File: src/hw/framer_pkg.sv
package framer_pkg;
  localparam int          BLOCK_BYTES      = 80;
  localparam int          ID_BYTES         = 3;
  localparam logic [6:0]  LAST_BYTE        = 7'h4f;
  localparam logic [2:0]  SECT_HEADER      = 3'h0;
  localparam logic [2:0]  SECT_SUBCODE     = 3'h1;
  localparam logic [2:0]  SECT_VIDEO_AUXILIARY        = 3'h2;
  localparam logic [2:0]  SECT_AUDIO       = 3'h3;
  localparam logic [2:0]  SECT_VIDEO       = 3'h4;
  localparam logic [3:0]  MAX_SEQ_60       = 4'h9;
  localparam logic [3:0]  MAX_SEQ_50       = 4'hb;
  localparam logic [3:0]  HALF_LAST_60     = 4'h4;
  localparam logic [3:0]  HALF_LAST_50     = 4'h5;
  localparam logic [2:0]  APP_RECORDER     = 3'h1;
  localparam logic [2:0]  APP_UNKNOWN      = 3'h7;
  localparam logic [7:0]  FILL_BYTE        = 8'hff;
  localparam logic [6:0]  HDR_LAST_ACTIVE  = 7'h07;
  localparam logic [6:0]  SUB_AREA_END     = 7'h33;
  localparam logic [7:0]  PACK_TIME_CODE   = 8'h13;
  localparam logic [7:0]  PACK_BIN_GROUP   = 8'h14;
  localparam logic [7:0]  PACK_AUDIO_SRC   = 8'h50;
  localparam logic [7:0]  PACK_VIDEO_SRC   = 8'h60;
  localparam logic [7:0]  PACK_NO_INFO     = 8'hff;
  localparam int          SSB_BYTES        = 8;
  localparam int          SSB_PER_BLOCK    = 6;
  localparam int          PACK_BYTES       = 5;

  typedef enum logic [1:0] {PACK_RESERVED = 2'h0, PACK_TC = 2'h1, PACK_BG = 2'h2} pack_kind_t;

  // channel number to id bits {hi,lo}
  function automatic logic [1:0] chan_to_bits(input logic [1:0] ch);
    case (ch)
      2'h0:    chan_to_bits = 2'h1;
      2'h1:    chan_to_bits = 2'h3;
      2'h2:    chan_to_bits = 2'h0;
      default: chan_to_bits = 2'h2;
    endcase
  endfunction

  function automatic logic [1:0] bits_to_chan(input logic [1:0] b);
    case (b)
      2'h1:    bits_to_chan = 2'h0;
      2'h3:    bits_to_chan = 2'h1;
      2'h0:    bits_to_chan = 2'h2;
      default: bits_to_chan = 2'h3;
    endcase
  endfunction

  // which pack sits in a sync sub-block
  function automatic pack_kind_t pack_kind(input logic [3:0] ssb, input logic first_half);
    if (ssb == 4'h3 || ssb == 4'h9)
      pack_kind = PACK_TC;
    else if (first_half && (ssb == 4'h5 || ssb == 4'hb))
      pack_kind = PACK_TC;
    else if (first_half && (ssb == 4'h4 || ssb == 4'ha))
      pack_kind = PACK_BG;
    else
      pack_kind = PACK_RESERVED;
  endfunction
endpackage

File: src/hw/stream_if.sv
`timescale 1ns/1ps
interface stream_if;
  logic       valid;
  logic       sob;
  logic [7:0] data;
  modport source (output valid, output sob, output data);
  modport sink   (input valid, input sob, input data);
endinterface

File: src/hw/header_subcode_framer.sv
`timescale 1ns/1ps
module header_subcode_framer
  import framer_pkg::*;
(
  input  wire logic        mclk,           // byte clock
  input  wire logic        rst,            // sync reset
  input  wire logic        start,          // pulse: send header and two subcode blocks
  input  wire logic        sys50,          // 1 = 50 Hz system
  input  wire logic [3:0]  seq_num,        // sequence number
  input  wire logic [1:0]  channel,        // channel 0..3
  input  wire logic        src_known,      // source is a recorder of this format
  input  wire logic        half_unknown,   // half flag information unavailable
  input  wire logic        audio_valid_flag,   // 0 valid
  input  wire logic        picture_valid_flag, // 0 valid
  input  wire logic        subcode_valid_flag, // 0 valid
  input  wire logic        frame_start,    // pulse while idle: latch new pack contents
  input  wire logic [31:0] tc_body,        // time code pack bytes 1..4
  input  wire logic [31:0] bg_body,        // binary group pack bytes 1..4
  output logic             busy,           // sending
  stream_if.source         tx              // byte stream out
);
  typedef enum logic [2:0] {ST_IDLE = 3'b001, ST_HDR = 3'b010, ST_SUB = 3'b100} state_t;

  state_t      state_r;
  logic [6:0]  pos_r;
  logic        blk_r;
  logic [31:0] tc_r, bg_r;
  logic [7:0]  byte_nxt;
  logic [3:0]  ssb;
  logic [2:0]  sub_pos;
  logic [6:0]  rel;
  logic        first_half;
  logic [2:0]  app;
  logic [1:0]  chb;
  pack_kind_t  kind;

  // application code, half flag and sub-block position for the byte mux
  assign app        = src_known ? APP_RECORDER : APP_UNKNOWN;
  assign first_half = seq_num <= (sys50 ? HALF_LAST_50 : HALF_LAST_60);
  assign chb        = chan_to_bits(channel);
  assign rel        = pos_r - 7'(ID_BYTES);
  assign sub_pos    = rel[2:0];
  assign ssb        = 4'(rel[6:3]) + (blk_r ? 4'h6 : 4'h0);
  assign kind       = pack_kind(ssb, first_half);

  // pack contents only change while idle, so every copy sent within one
  // sequence carries the same value even if frame_start arrives mid-flight
  always_ff @(posedge mclk) begin
    if (rst) begin
      tc_r <= '1;
    end else if (frame_start && state_r == ST_IDLE) begin
      tc_r <= tc_body;
    end
  end

  always_ff @(posedge mclk) begin
    if (rst) begin
      bg_r <= '1;
    end else if (frame_start && state_r == ST_IDLE) begin
      bg_r <= bg_body;
    end
  end

  // next byte on the link, chosen by section and position;
  // reserved and arbitrary bits go out as ones
  always_comb begin
    byte_nxt = FILL_BYTE;
    if (pos_r == 7'h00)
      byte_nxt = {(state_r == ST_HDR) ? SECT_HEADER : SECT_SUBCODE, 5'h1f};
    else if (pos_r == 7'h01)
      byte_nxt = {seq_num, chb, 2'h3};
    else if (pos_r == 7'h02)
      byte_nxt = (state_r == ST_HDR) ? 8'h00 : {7'h00, blk_r};
    else if (state_r == ST_HDR) begin
      case (pos_r)
        7'h03:   byte_nxt = {sys50, 1'b0, 6'h3f};
        7'h04:   byte_nxt = {5'h1f, app};
        7'h05:   byte_nxt = {audio_valid_flag, 4'hf, app};
        7'h06:   byte_nxt = {picture_valid_flag, 4'hf, app};
        7'h07:   byte_nxt = {subcode_valid_flag, 4'hf, app};
        default: byte_nxt = FILL_BYTE;
      endcase
    end else if (pos_r < SUB_AREA_END) begin
      case (sub_pos)
        3'h0: begin
          if (half_unknown)
            byte_nxt = FILL_BYTE;
          else if (ssb == 4'h0 || ssb == 4'h6)
            byte_nxt = {first_half, app, 4'hf};
          else if (ssb == 4'hb)
            byte_nxt = {first_half, app, 4'hf};
          else
            byte_nxt = {first_half, 7'h7f};
        end
        3'h1:    byte_nxt = {4'hf, ssb};
        3'h2:    byte_nxt = FILL_BYTE;
        3'h3: begin
          case (kind)
            PACK_TC: byte_nxt = PACK_TIME_CODE;
            PACK_BG: byte_nxt = PACK_BIN_GROUP;
            default: byte_nxt = PACK_NO_INFO;
          endcase
        end
        default: begin
          case (kind)
            PACK_TC: byte_nxt = tc_r[8*(3'h7-sub_pos) +: 8];
            PACK_BG: byte_nxt = bg_r[8*(3'h7-sub_pos) +: 8];
            default: byte_nxt = FILL_BYTE;
          endcase
        end
      endcase
    end
  end

  // byte position inside the current block
  always_ff @(posedge mclk) begin
    if (rst || state_r == ST_IDLE) begin
      pos_r <= 7'h00;
    end else begin
      pos_r <= (pos_r == LAST_BYTE) ? 7'h00 : pos_r + 7'h01;
    end
  end

  // which of the two subcode blocks is on the link
  always_ff @(posedge mclk) begin
    if (rst || state_r != ST_SUB) begin
      blk_r <= 1'b0;
    end else if (pos_r == LAST_BYTE) begin
      blk_r <= 1'b1;
    end
  end

  // section order: one header block, then two subcode blocks
  always_ff @(posedge mclk) begin
    if (rst) begin
      state_r <= ST_IDLE;
    end else begin
      case (state_r)
        ST_IDLE: begin
          if (start)
            state_r <= ST_HDR;
        end
        ST_HDR: begin
          if (pos_r == LAST_BYTE)
            state_r <= ST_SUB;
        end
        ST_SUB: begin
          if (pos_r == LAST_BYTE && blk_r)
            state_r <= ST_IDLE;
        end
        default: state_r <= ST_IDLE;
      endcase
    end
  end

  // link strobes
  always_ff @(posedge mclk) begin
    if (rst) begin
      tx.valid <= 1'b0;
      tx.sob   <= 1'b0;
    end else begin
      tx.valid <= (state_r != ST_IDLE);
      tx.sob   <= (state_r != ST_IDLE) && (pos_r == 7'h00);
    end
  end

  // data reads zero outside blocks
  always_ff @(posedge mclk) begin
    if (rst) begin
      tx.data <= 8'h00;
    end else begin
      tx.data <= (state_r != ST_IDLE) ? byte_nxt : 8'h00;
    end
  end

  // busy covers the start cycle, but stays high one cycle after the return to idle, where a start is taken as new
  always_ff @(posedge mclk) begin
    if (rst) begin
      busy <= 1'b0;
    end else begin
      busy <= (state_r != ST_IDLE) || start;
    end
  end
endmodule

File: src/flat_wrapper.sv
// flat-port wrapper written by rule: the top's interface ports become plain ports
module header_subcode_framer_flat import framer_pkg::*;
  (mclk, rst, start, sys50, seq_num, channel, src_known, half_unknown, audio_valid_flag, picture_valid_flag, subcode_valid_flag, frame_start, tc_body, bg_body, busy, tx_valid, tx_sob, tx_data);
  stream_if tx_i ();
  input  wire logic mclk;
  input  wire logic rst;
  input  wire logic start;
  input  wire logic sys50;
  input  wire logic [3:0] seq_num;
  input  wire logic [1:0] channel;
  input  wire logic src_known;
  input  wire logic half_unknown;
  input  wire logic audio_valid_flag;
  input  wire logic picture_valid_flag;
  input  wire logic subcode_valid_flag;
  input  wire logic frame_start;
  input  wire logic [31:0] tc_body;
  input  wire logic [31:0] bg_body;
  output logic busy;
  output wire logic [$bits(tx_i.valid)-1:0] tx_valid;
  output wire logic [$bits(tx_i.sob)-1:0] tx_sob;
  output wire logic [$bits(tx_i.data)-1:0] tx_data;
  assign tx_valid = tx_i.valid;
  assign tx_sob = tx_i.sob;
  assign tx_data = tx_i.data;
  header_subcode_framer u_core (.mclk(mclk), .rst(rst), .start(start), .sys50(sys50), .seq_num(seq_num), .channel(channel), .src_known(src_known), .half_unknown(half_unknown), .audio_valid_flag(audio_valid_flag), .picture_valid_flag(picture_valid_flag), .subcode_valid_flag(subcode_valid_flag), .frame_start(frame_start), .tc_body(tc_body), .bg_body(bg_body), .busy(busy), .tx(tx_i));
endmodule
File: config.mk
export PLATFORM = sky130hd
export DESIGN_NAME = header_subcode_framer_flat
export DESIGN_NICKNAME = d
export VERILOG_FILES = /design/src/hw/framer_pkg.sv /design/src/hw/stream_if.sv /design/src/hw/header_subcode_framer.sv /design/src/flat_wrapper.sv
export SDC_FILE = /design/constraint.sdc
export NUM_CORES = 1
export LEC_CHECK = 0
export BUFFER_PORTS_ARGS = -buffer_cell sky130_fd_sc_hd__buf_2
export CAP_MARGIN = 25
export CORE_AREA = 2 2 99 101
export DETAILED_ROUTE_END_ITERATION = 12
export DIE_AREA = 0 0 101 103
export GPL_ROUTABILITY_DRIVEN = 0
export HOLD_SLACK_MARGIN = 0.02
export PLACE_DENSITY = 0.82
export SYNTH_ARGS = -nofsm -noshare
export SYNTH_HDL_FRONTEND = slang
export SYNTH_SLANG_ARGS = --single-unit
File: constraint.sdc
create_clock -name mclk -period 11.99 [get_ports mclk]
set_input_delay 1.199 -clock mclk [delete_from_list [all_inputs] [get_ports mclk]]
set_output_delay 1.199 -clock mclk [all_outputs]
set_load 0.01 [all_outputs]
## After elaboration in Yosys (flattened, before gate mapping)

Index checks and enable logic that the tools add are counted.

| storage, ports and cells | value |
|---|---|
| register bits after elaboration | 86 |
| input port bits | 80 |
| output and inout bits | 11 |

| operators by class | value |
|---|---|
| add/sub/neg operators | 4 |
| $lt $le $gt $ge | 2 |
| equality and inequality tests | 30 |
| shifts and indexed selects | 2 |
| multiplexer cells | 25 |
| bitwise operators | 1 |
| reduce and logical (&&, ||, !) cells | 19 |

Operator list:

| kind | number |
|---|---|
| $shiftx A32 B33 Y8 | 2 |
| $mux W8 | 6 |
| $pmux W8 S5 | 1 |
| $pmux W8 S2 | 2 |
| $pmux W8 S4 | 1 |
| $eq A7 B3 Y1 const B | 4 |
| $mux W3 | 5 |
| $eq A7 B2 Y1 const B | 2 |
| $mux W7 | 2 |
| $eq A4 B3 Y1 const B | 3 |
| $eq A4 B4 Y1 const B | 3 |
| $eq A3 B2 Y1 const B | 3 |
| $pmux W3 S3 | 1 |
| $add A7 B1 Y7 const B | 1 |
| $eq A7 B1 Y1 const B | 1 |
| $eq A7 B7 Y1 const B | 1 |
| $logic_not A7 Y1 | 1 |
| $logic_or A1 B1 Y1 | 7 |
| $lt A7 B6 Y1 const B | 1 |
| $sub A7 B2 Y7 const B | 1 |
| $eq A3 B1 Y1 const B | 2 |
| $mux W2 | 3 |
| $pmux W2 S3 | 1 |
| $logic_and A1 B1 Y1 | 5 |
| other kinds (18) | 24 |

## Depth between registers and ports, before layout

Gate-level depths: netlist (run 1).

| depth | value |
|---|---|
| depth in word-level cells | 16 |
| mapped depth | 19 |
| depth with buffers taken out | 17 |

## Worst setup path after synthesis (run 1)

OpenSTA, ideal clock, no wires.

| timing path | value |
|---|---|
| kind | register to register |
| start point | register u_core.pos_r[0] |
| end point | register u_core.tx.data[5] |
| library setup time | 0.122 ns |
| arrival | 3.793 ns |
| data required time | 11.868 ns |
| path slack | 8.075 ns |
| cell stages (with the launch flop) | 19 |
| period minus slack after synthesis | 3.915 ns |
| cells stage by stage | dfxtp_1 > ha_1 > nor3_4 > xor2_1 > ha_1 > inv_1 > fa_1 > xor2_2 > a21o_1 > nand3_1 > o21ai_0 > and3_1 > ha_1 > buf_4 > buf_2 > mux4_2 > mux2i_1 > o22ai_1 > o311a_1 |

| between the ends | value |
|---|---|
| cells in the longest elaborated chain, start to end | 16 |

Ends and longest elaborated chain:

| item | RTL line | RTL |
|---|---|---|
| from (decl) | header_subcode_framer.sv:25 | `logic [6:0] pos_r;` |
| from (signal assigned) | header_subcode_framer.sv:120 | `pos_r <= (pos_r == LAST_BYTE) ? 7'h00 : pos_r + 7'h01;` |
| $sub A7 B2 Y7 | header_subcode_framer.sv:41 | `assign rel = pos_r - 7'(ID_BYTES);` |
| $add A4 B4 Y4 | header_subcode_framer.sv:43 | `assign ssb = 4'(rel[6:3]) + (blk_r ? 4'h6 : 4'h0);` |
| $eq A4 B3 Y1 / $eq A4 B4 Y1 (equally long branches) | framer_pkg.sv:55 | `else if (first_half && (ssb == 4'h4 \|\| ssb == 4'ha))` |
| $logic_or A1 B1 Y1 | framer_pkg.sv:55 |  |
| $logic_and A1 B1 Y1 | framer_pkg.sv:55 |  |
| $mux W2 | framer_pkg.sv:55 |  |
| $mux W2 | framer_pkg.sv:53 | `else if (first_half && (ssb == 4'h5 \|\| ssb == 4'hb))` |
| $mux W2 | framer_pkg.sv:51 | `if (ssb == 4'h3 \|\| ssb == 4'h9)` |
| $eq A2 B2 Y1 / $eq A2 B1 Y1 (equally long branches) | header_subcode_framer.sv:98, header_subcode_framer.sv:105 |  |
| $pmux W8 S2 (on tied branches) | header_subcode_framer.sv:105, header_subcode_framer.sv:98 |  |
| $pmux W8 S4 | header_subcode_framer.sv:84 | `case (sub_pos)` |
| $mux W8 | header_subcode_framer.sv:83 | `end else if (pos_r < SUB_AREA_END) begin` |
| $mux W8 | header_subcode_framer.sv:74 | `else if (state_r == ST_HDR) begin` |
| $mux W8 | header_subcode_framer.sv:72 | `else if (pos_r == 7'h02)` |
| $mux W8 | header_subcode_framer.sv:70 | `else if (pos_r == 7'h01)` |
| $mux W8 * | header_subcode_framer.sv:68 | `if (pos_r == 7'h00)` |
| to (signal assigned) | header_subcode_framer.sv:172 | `tx.data <= (state_r != ST_IDLE) ? byte_nxt : 8'h00;` |
| to (decl) | stream_if.sv:6 | `modport source (output valid, output sob, output data);` |

Every way passes the cells marked *; elsewhere a longest branch is shown, timed or not.
A chain may end at the register's enable or synchronous reset.

## Final worst setup path (run 1)

Same ends and word-level chain as after synthesis.

==> out/qor.txt, run 1 <==
Status = complete, no violations
Area growth, synth to finish = 16.1%
Yosys reg bits = 86
WL/cell = 15.7 um
Crit-path max FO = 17
Clock Latency Late Sink = 370 ps
Pleak = 2.29 nW
Fill cell count = 833
NumNets Final = 684
GRT overflow = 0
Async SR Flop Fraction = 0
DP HPWL = 8180 um
Worst flop-to-flop path startpoint = u_core.pos_r[0]
Most frequent CP cell = ha_1
Initial Utilization = 0.474
Clock root cell = clkbuf_8
Setup TNS = 0 ps
CTS sink cnt = 86
Final slew viol count = 0
Share of post-route cells with drive strength above 1 = 0.230
TritonCTS buffer count = 9
Most instantiated cells after synthesis = 150 x nand2_1, 86 x dfxtp_1, 64 x nand3b_1
Aggregate global-route resource usage = 0.220
Hold Path Class = reg2reg
WHS Endpoint = u_core.tc_r[31]
Min-delay src = u_core.tc_r[31]
Multi-input gate area = 2540 um^2
Hold_ws = 472 ps
Post-CTS sizing = 0
Post-Route Skew = 10.0 ps
Final ANT Viol Nets = 0
Clock Tree Buf Depth = 2
I/O pin count = 91
RR Endpoint = u_core.tx.data[5]
Leading area contributor after synthesis = dfxtp_1
Vias in the first global route = 3723
Syn Nets = 615
Final setup margin = 7090 ps
Top cells by area, synth = dfxtp_1 38%, nand2_1 13%, nand3b_1 11%, mux4_2 7.5%, ha_1 2.5%
Post-synthesis sequential area ratio = 0.384
Required @ worst endpoint = 12260 ps
H-tree depth = 3
Area of placed instances = 4910 um^2
RSZ-0062 raised after global routing = false
Highest-delay cell along the critical path = dfxtp_1
Initial antenna violation count = 0
Port Buffers = 90
Max Cap Viol = 0
Crit path kind = reg2reg
Core Area = 9460 um^2
Startpoint Class = flip-flop
Mean area per synthesized cell = 8.55 um^2
Mapped Area = 4490 um^2
Tcrit/Tclk final = 0.409
Drt via density = 5.70
R2R Setup Slk = 7090 ps
Final WL = 11200 um
Vias = 4064
Endpoints failing hold = 0
# rows = 36
Post-layout minimum cycle time = 4900 ps
Relative slew slack = 0.431
Antenna cells = 0
Final instance area = 5210 um^2
Yosys synthesis warning count = 0
Top cell type's share of synthesized area = 0.384
First-pass GRT wire length = 17900 um
Main flop type after synthesis = dfxtp_1
Post-CTS Setup Bufs = 0
VDD IR max = 0.0611 mV
Hold-fix buffers at CTS = 0
Number of flops mapped to enable cells by yosys = 0
Worst-margin pin slew = 853 ps
Pin count of the biggest net entering global routing = 71
DRT Pass-1 Iters = 7
Tot Pwr = 0.666 mW
DRT iter0 DRCs = 388
DP Worst Slack = 6660 ps
Clock slew at reported path FFs = 90 ps
Worst setup EP type = flip-flop
Final setup vio count = 0
Flip-flop and latch area = 1720 um^2
Yosys cell types = 61
Die Area = 10400 um^2
DRC = 0
PwrDens = 128 nW/um^2
CTS tree = built
Crit-path cells = ha_1, nor3_4, xor2_1, ha_1, inv_1, fa_1, xor2_2, a21o_1, nand3_1, o21ai_0, and3_1, ha_1, buf_16, mux4_2, mux2i_1, o22ai_1, o311a_1
Max stage delay on crit path = 860 ps
Reg2Reg Depth = 17
Mapped Cells = 525
Most frequent cell after synthesis = nand2_1
Die W = 101 um
Arr. time, crit path = 5170 ps
Worst Hold Depth = 2
Die height = 103 um
Max Clock Freq = 204 MHz
==> state kept, by name (all words and copies together), names as in the netlist <==
name,flops
u_core.tc_r,32
u_core.tx.sob,1
u_core.bg_r,32
u_core.pos_r,7
u_core.tx.valid,1
u_core.blk_r,1
u_core.busy,1
u_core.state_r,3
u_core.tx.data,8
==> worst max-delay path by stage <==
stage | startpoint | end | slack, ps | depth (start not counted)
2_1_floorplan | u_core.pos_r[0] | u_core.tx.data[5] | 8080 | 18
3_3_place_gp | u_core.pos_r[0] | u_core.tx.data[5] | 6940 | 16
3_5_place_dp | u_core.pos_r[0] | u_core.tx.data[5] | 6660 | 16
4_1_cts | u_core.pos_r[0] | u_core.tx.data[2] | 6590 | 17
5_1_grt | u_core.pos_r[0] | u_core.tx.data[2] | 6680 | 18
6_report | u_core.pos_r[0] | u_core.tx.data[5] | 7090 | 17
==> placed cells by master, fill, tap and decap left out, drive strengths merged, types with 3 or more instances in the layout <==
| cell type | instances |
|---|---|
| a2111oi | 3 |
| a21o | 3 |
| a21oi | 16 |
| a22oi | 3 |
| a31oi | 3 |
| and2 | 3 |
| and3 | 7 |
| buf | 93 |
| clkbuf | 10 |
| dfxtp | 86 |
| ha | 9 |
| inv | 16 |
| mux2i | 8 |
| mux4 | 15 |
| nand2 | 150 |
| nand2b | 6 |
| nand3 | 9 |
| nand3b | 64 |
| nor2 | 18 |
| nor2b | 6 |
| nor3 | 9 |
| nor3b | 3 |
| o21ai | 12 |
| o22ai | 3 |
| or3 | 3 |
| xnor2 | 5 |
==> worst max-delay path: cells and delay by family, from the launching register on <==
kind | cells | cell delay, ps
fa+ha+maj | 4 | 1370
flops | 1 | 860
compound gates | 4 | 860
mux | 2 | 660
simple gates | 3 | 400
xor+xnor | 2 | 380
buf+inv | 2 | 270
==> where the power goes <==
group / total (mW) / leakage [nW] / internal [mW] / switching (mW)
clock: 0.232 / 0.110 / 0.124 / 0.108
combinational: 0.108 / 1.47 / 0.0503 / 0.0581
sequential: 0.326 / 0.712 / 0.310 / 0.0159
total: 0.666 / 2.29 / 0.484 / 0.182
==> layer usage <==
metal  wire length, um  GRT usage  up-vias
met2              5270      0.358      177
met3               984     0.0597       27
met1              4670      0.284     1908
met4               259     0.0728        0
li1                  -          -     1952
met5                 0          0        -
==> cell type report <==
type / instances / share of cell area
Tap cell: 114 / 0.0274
Sequential cell: 86 / 0.330
Timing Repair Buffer: 93 / 0.0994
Inverter: 15 / 0.0108
Clock buffer: 10 / 0.0264
Multi-Input combinational cell: 389 / 0.488
Clock inverter: 6 / 0.0178
==> per-stage QoR <==
stage | util | cells
finish | 0.551 | 713
CTS | 0.544 | 710
global placement | 0.519 | 694
global route | 0.551 | 713
detailed placement | 0.519 | 694
floorplan | - | 525
==> logic make-up after synthesis <==
logic type,synth area share
and+or+nand+nor,0.325
DFF,0.384
AOI/OAI and AO/OA,0.103
buffers and inverters,0.0505
muxes,0.0931
adders and majority gates,0.0296
xor gates and xnor gates,0.0153
Note: power is estimated with default switching activity, not from simulation.
==> inputs of run 2 (changes only) <==
ABC_AREA = 1   (was default)
clock period = 5.1 ns   (was 11.99 ns; I/O delays follow)
==> run 2 against run 1 <==
  * Cell count grew 16%
  * First-iteration DRC count decreased by 23%
  * Combinational power grew to 4.3 times the previous value
  * Via count is 9.7% higher
  * Worst setup slack got worse by 6700 ps
  * Highest routed layer unchanged
  * Design area fell by 1.0%
  * Area after synthesis decreased by 1.4%
  * Utilization shrank 0.57 points
  * Clock power increased by 130%
  * Synthesized cell count increased by 20%
  * Total power rose to 2.7 times the previous value
==> out/qor.txt, run 2 <==
Status = complete, no violations
DRT Pass-1 Iters = 7 (unchanged)
Final setup margin = 349 ps (-6740 ps)
Final setup vio count = 0 (unchanged)
Most frequent CP cell = nand2_1
Max stage delay on crit path = 710 ps (-150 ps)
CTS tree = built
Antenna cells = 0 (unchanged)
P_int = 1.22 mW (+150%)
DRC = 0 (unchanged)
Final ANT Viol Nets = 0 (unchanged)
Hold_ws = 341 ps (-131 ps)
Mapped Cells = 631 (+20%)
Final slew viol count = 0 (unchanged)
Commonest cells after routing, fill and taps aside = 183 x nand2_1, 90 x buf_2, 86 x dfxtp_1
WHS Endpoint = u_core.bg_r[25]
Max Clock Freq = 210 MHz (+3.1%)
Clk pwr share = 0.295 (-0.054)
Most common cell after layout, fill and taps aside = nand2_1
Clock Latency Late Sink = 360 ps (about the same)
Area of placed instances = 4910 um^2 (about the same)
Yosys synthesis warning count = 0 (unchanged)
Port Buffers = 90 (unchanged)
TritonCTS buffer count = 9 (unchanged)
Die W = 101 um (unchanged)
NumNets Final = 797 (+17%)
PwrDens = 355 nW/um^2 (+180%)
Final WL = 11200 um (about the same)
Worst path depth = 30 (+13)
Worst Hold Depth = 3 (+1)
Highest-delay cell along the critical path = dfxtp_1
Initial Utilization = 0.468 (-0.00661)
Crit path kind = reg2reg
RR Endpoint = u_core.tx.data[5]
Logic pwr share = 0.251 (+0.088)
I/O pin count = 91 (unchanged)
Syn Nets = 721 (+17%)
DP HPWL = 8550 um (+4.5%)
Biggest regs = u_core.bg_r (32), u_core.tc_r (32), u_core.tx.data (8)
Vias in the first global route = 4201 (+13%)
Cell family with most CP delay = simple AND/OR/NAND/NOR gates
Top cell type's share of synthesized area = 0.389 (+0.00543)
Relative slew slack = 0.567 (+0.136)
Mean area per synthesized cell = 7.01 um^2 (-18%)
R2R Setup Slk = 350 ps (-6740 ps)
Post-synthesis sequential area ratio = 0.389 (+0.00543)
Pleak = 2.53 nW (+11%)
RSZ-0062 raised after global routing = false
Top cells by area, synth = dfxtp_1 39%, nand2_1 16%, nand3_1 8.6%, inv_1 4.2%, a21oi_1 3.6%
Die Area = 10400 um^2 (unchanged)
Required @ worst endpoint = 5360 ps (-6900 ps)
Initial antenna violation count = 0 (unchanged)
Post-CTS sizing = 0 (unchanged)
Hold-fix buffers at CTS = 0 (unchanged)
DP Cell Count = 809 (+17%)
Min-delay src = bg_body[25]
Cell Count, Final, Fillers Out = 826 (+16%)
Final instance area = 5160 um^2 (-1.0%)
Core Area = 9460 um^2 (unchanged)
Post-Route Skew = 9.20 ps (-0.828 ps)
Post-layout minimum cycle time = 4750 ps (-148 ps)
# rows = 36 (unchanged)
GRT overflow = 0 (unchanged)
Async SR Flop Fraction = 0 (unchanged)
Crit-path max FO = 17 (unchanged)
Main flop type after synthesis = dfxtp_1
Arr. time, crit path = 5010 ps (-160 ps)
Worst setup EP type = flip-flop
Endpoints failing hold = 0 (unchanged)
Yosys reg bits = 86 (unchanged)
Setup TNS = 0 ps (unchanged)
VDD IR max = 0.208 mV (+240%)
CP bufs+invs = 5 (+3)
WL/cell = 13.6 um (-14%)
First-pass GRT wire length = 18400 um (+3.2%)
Startpoint Class = flip-flop
Tcrit/Tclk final = 0.932 (+0.523)
Number of flops mapped to enable cells by yosys = 0 (unchanged)
Max Cap Viol = 0 (unchanged)
Post-CTS Setup Bufs = 0 (unchanged)
CTS sink cnt = 86 (unchanged)
Tot Pwr = 1.83 mW (+170%)
Clock slew at reported path FFs = 90 ps (about the same)
Drt via density = 5.40 (-5.3%)
Aggregate global-route resource usage = 0.222 (+0.00200)
Sequential Power Share = 0.454 (-0.035)
Switch Pwr = 0.605 mW (+230%)
Most frequent cell after synthesis = nand2_1
Most instantiated cells after synthesis = 183 x nand2_1, 86 x dfxtp_1, 76 x nand3_1
Clock root cell = clkbuf_8
Die height = 103 um (unchanged)
Worst-margin pin slew = 649 ps (-203 ps)
Vias = 4460 (+9.7%)
Reg2Reg Depth = 30 (+13)
Yosys cell types = 44 (-28%)
DP Worst Slack = 431 ps (-6230 ps)
Leading area contributor after synthesis = dfxtp_1
Switching part of the total = 0.331 (+0.0575)
Mapped Area = 4420 um^2 (-1.4%)
Pin count of the biggest net entering global routing = 74 (+4.2%)
Clock Tree Buf Depth = 2 (unchanged)
DRT iter0 DRCs = 298 (-23%)
Share of post-route cells with drive strength above 1 = 0.206 (-0.0239)
Fin util = 0.545 (-0.00569)
H-tree depth = 3 (unchanged)
Worst flop-to-flop path startpoint = u_core.pos_r[0]
Hold Path Class = in2reg
Area growth, synth to finish = 16.6%
run 2: how the worst max path moves through the flow:
stage / startpoint / end / slack [ps]
3_3_place_gp: u_core.pos_r[0] / u_core.tx.data[5] / 750
5_1_grt: u_core.pos_r[0] / u_core.tx.data[5] / 9
4_1_cts: u_core.pos_r[0] / u_core.tx.data[5] / 430
2_1_floorplan: u_core.pos_r[0] / u_core.tx.data[2] / 1470
6_report: u_core.pos_r[0] / u_core.tx.data[5] / 350
3_5_place_dp: u_core.pos_r[0] / u_core.tx.data[5] / 430
run 2: worst register-to-register path, delay by kind of cell, from the launching register on:
| family | cells | cell delay [ps] |
|---|---|---|
| AND/OR/NAND/NOR | 16 | 1570 |
| buffers and inverters | 5 | 520 |
| XOR/XNOR | 2 | 400 |
| adder cells (fa/ha/maj) | 4 | 1230 |
| AO/OA/AOI/OAI | 3 | 260 |
| flip-flops | 1 | 710 |
run 2: power by group through the flow:
stage	logic [mW]	registers (mW)	clock network (mW)
after floorplan	0.324	0.830	0
after global placement	0.440	0.843	0
after detailed placement	0.451	0.845	0
after CTS	0.453	0.830	0.547
after global routing	0.526	0.840	0.574
final	0.459	0.831	0.539
run 2: layer usage:
| metal | share of wire | wire, um | up-vias | GRT usage |
|---|---|---|---|---|
| li1 | - | - | 2224 | - |
| met1 | 0.41 | 4560 | 2036 | 0.257 |
| met2 | 0.50 | 5640 | 163 | 0.405 |
| met3 | 0.059 | 660 | 37 | 0.0447 |
| met4 | 0.030 | 334 | 0 | 0.0811 |
| met5 | 0 | 0 | - | 0 |
run 2: kinds of logic after synthesis:
| family | after synthesis | share of synthesized area |
|---|---|---|
| DFF | 86 | 0.389 |
| and+or+nand+nor | 341 | 0.350 |
| muxes | 7 | 0.0158 |
| xor gates and xnor gates | 5 | 0.00990 |
| buffers and inverters | 88 | 0.0800 |
| AOI/OAI and AO/OA | 94 | 0.125 |
| adders and majority gates | 10 | 0.0300 |
run 2: layout make-up:
cell class	count	area (um^2)
Inverter	58	218
Fill cell	929	4300
Multi-Input combinational cell	457	2350
Tap cell	114	143
Clock buffer	9	124
Sequential cell	86	1720
Clock inverter	7	103
Timing Repair Buffer	95	500
==> inputs of run 3 (changes only) <==
BUFFER_PORTS_ARGS = default   (was -buffer_cell sky130_fd_sc_hd__buf_2)
DONT_BUFFER_PORTS = 1   (was default)
PLACE_DENSITY = 0.73   (was 0.82)
==> run 3 against run 2 <==
  * Count of clock-buffer cells in the layout is 1 higher
  * Register-to-register slack better by 430 ps
  * Routed wire length decreased by 1.5%
  * Hold slack worse by 130 ps
  * Non-clock buffer count down 89
  * Critical path type unchanged
==> out/qor.txt, run 3 (same netlist as run 2, synthesis figures left out) <==
Drt via density = 5.50 (+1.9%)
Hold Path Class = in2reg
GRT overflow = 0 (unchanged)
H-tree depth = 3 (unchanged)
Post-CTS sizing = 0 (unchanged)
Pleak = 2.17 nW (-14%)
NumNets Final = 708 (-11%)
Status = complete, no violations
Switching part of the total = 0.334 (+0.00316)
DRT iter0 DRCs = 227 (-24%)
Endpoints failing hold = 0 (unchanged)
R2R Setup Slk = 780 ps (+430 ps)
Clock slew at reported path FFs = 90 ps (about the same)
Highest-delay cell along the critical path = dfxtp_1
First-pass GRT wire length = 18100 um (-2.1%)
Commonest cells after routing, fill and taps aside = 183 x nand2_1, 86 x dfxtp_1, 76 x nand3_1
RSZ-0062 raised after global routing = false
Relative slew slack = 0.642 (+0.0751)
PwrDens = 368 nW/um^2 (+3.8%)
RR Endpoint = u_core.tx.data[5]
Worst flop-to-flop path startpoint = u_core.pos_r[1]
Final setup vio count = 0 (unchanged)
Fin util = 0.497 (-0.0484)
Final slew viol count = 0 (unchanged)
Die Area = 10400 um^2 (unchanged)
DRT Pass-1 Iters = 7 (unchanged)
Most common cell after layout, fill and taps aside = nand2_1
Die height = 103 um (unchanged)
VDD IR max = 0.184 mV (-12%)
CTS tree = built
Post-CTS Setup Bufs = 0 (unchanged)
Clock root cell = clkbuf_8
Clock Tree Buf Depth = 2 (unchanged)
Hold-fix buffers at CTS = 0 (unchanged)
Setup TNS = 0 ps (unchanged)
Clk pwr share = 0.276 (-0.019)
Area growth, synth to finish = 6.22%
Min-delay src = rst
Final ANT Viol Nets = 0 (unchanged)
Biggest regs = u_core.bg_r (32), u_core.tc_r (32), u_core.tx.data (8)
WL/cell = 15.0 um (+10%)
Tcrit/Tclk final = 0.847 (-0.0842)
Most frequent CP cell = nand2_1
Initial Utilization = 0.468 (unchanged)
Max Clock Freq = 231 MHz (+9.9%)
Vias = 4055 (-9.1%)
Required @ worst endpoint = 5360 ps (about the same)
Max Cap Viol = 0 (unchanged)
Share of post-route cells with drive strength above 1 = 0.0947 (-0.112)
Core Area = 9460 um^2 (unchanged)
Max stage delay on crit path = 410 ps (-300 ps)
TritonCTS buffer count = 9 (unchanged)
Reg2Reg Depth = 30 (unchanged)
Logic pwr share = 0.241 (-0.010)
Port Buffers = 0 (-100%)
WHS Endpoint = u_core.blk_r
Final WL = 11000 um (-1.5%)
Post-Route Skew = 9.14 ps (-0.0598 ps)
CTS sink cnt = 86 (unchanged)
Pin count of the biggest net entering global routing = 74 (unchanged)
Worst-margin pin slew = 537 ps (-113 ps)
Startpoint Class = flip-flop
Arr. time, crit path = 4590 ps (-420 ps)
Sequential Power Share = 0.483 (+0.029)
Initial antenna violation count = 0 (unchanged)
P_int = 1.15 mW (-5.9%)
I/O pin count = 91 (unchanged)
Die W = 101 um (unchanged)
Worst Hold Depth = 1 (-2)
Antenna cells = 0 (unchanged)
Aggregate global-route resource usage = 0.221 (-0.000238)
Crit path kind = reg2reg
Worst setup EP type = flip-flop
Post-layout minimum cycle time = 4320 ps (-429 ps)
# rows = 36 (unchanged)
DRC = 0 (unchanged)
Crit-path max FO = 19 (+2)
Clock Latency Late Sink = 360 ps (about the same)
Switch Pwr = 0.577 mW (-4.6%)
Vias in the first global route = 3789 (-9.8%)
DP HPWL = 8280 um (-3.1%)
==> run 3: changes by cell type in the layout (fill, tap and decap cells not counted) <==
cell	change
clkinv_1	-1
clkbuf_8	+1
inv_6	-2
clkinv_2	+2
buf_12	+1
inv_2	+1
buf_2	-90
bufinv_16	-1
clkinvlp_4	+1
inv_8	-1
==> run 3: power groups by stage <==
stage | logic, mW | registers, mW | clock network [mW]
2_1_floorplan | 0.324 | 0.830 | 0
3_3_place_gp | 0.395 | 0.850 | 0
3_5_place_dp | 0.408 | 0.850 | 0
4_1_cts | 0.410 | 0.835 | 0.491
5_1_grt | 0.480 | 0.846 | 0.524
6_report | 0.416 | 0.835 | 0.478
==> run 3: through the flow <==
stage	hold slack, ps	std cells	power (mW)	instance area, um^2	setup WS [ps]
after floorplan	434	631	1.15	4420	1470
after global placement	453	719	1.24	4460	1010
after detailed placement	451	719	1.26	4460	825
after CTS	193	735	1.74	4660	812
after global routing	186	737	1.85	4700	319
final	211	737	1.73	4700	779
==> run 3: worst max-delay path by stage <==
stage | from | to | slack (ps) | cells after the start
final | u_core.pos_r[1] | u_core.tx.data[5] | 780 | 30
after global routing | u_core.pos_r[1] | u_core.tx.data[5] | 320 | 30
after CTS | u_core.pos_r[1] | u_core.tx.data[5] | 810 | 30
after detailed placement | u_core.pos_r[1] | u_core.tx.data[5] | 820 | 30
after global placement | u_core.pos_r[1] | u_core.tx.data[5] | 1010 | 30
after floorplan | u_core.pos_r[0] | u_core.tx.data[2] | 1470 | 28
==> run 3: critical path: cells and delay by family (launching register included) <==
kind / cells / cell delay (ps)
buffers and inverters: 5 / 540
XOR/XNOR: 2 / 360
adder cells (fa/ha/maj): 4 / 1170
AND/OR/NAND/NOR: 16 / 1520
flip-flops: 1 / 410
AO/OA/AOI/OAI: 3 / 240
==> run 3: per-layer routing <==
metal  up-vias  global-route usage  part of all wire
met1      1837               0.279              0.43
met4         0               0.101             0.030
met2       146               0.357              0.47
li1       2043                   -                 -
met3        29              0.0569             0.066
met5         -                   0                 0
==> run 3: final cells by class <==
cell class	instances	area, um^2
tap	114	143
fill	933	4760
inverter	58	218
timing repair buffer	6	70.1
clock buffer	10	138
multi-input combinational	457	2350
clock inverter	6	61.3
sequential	86	1720
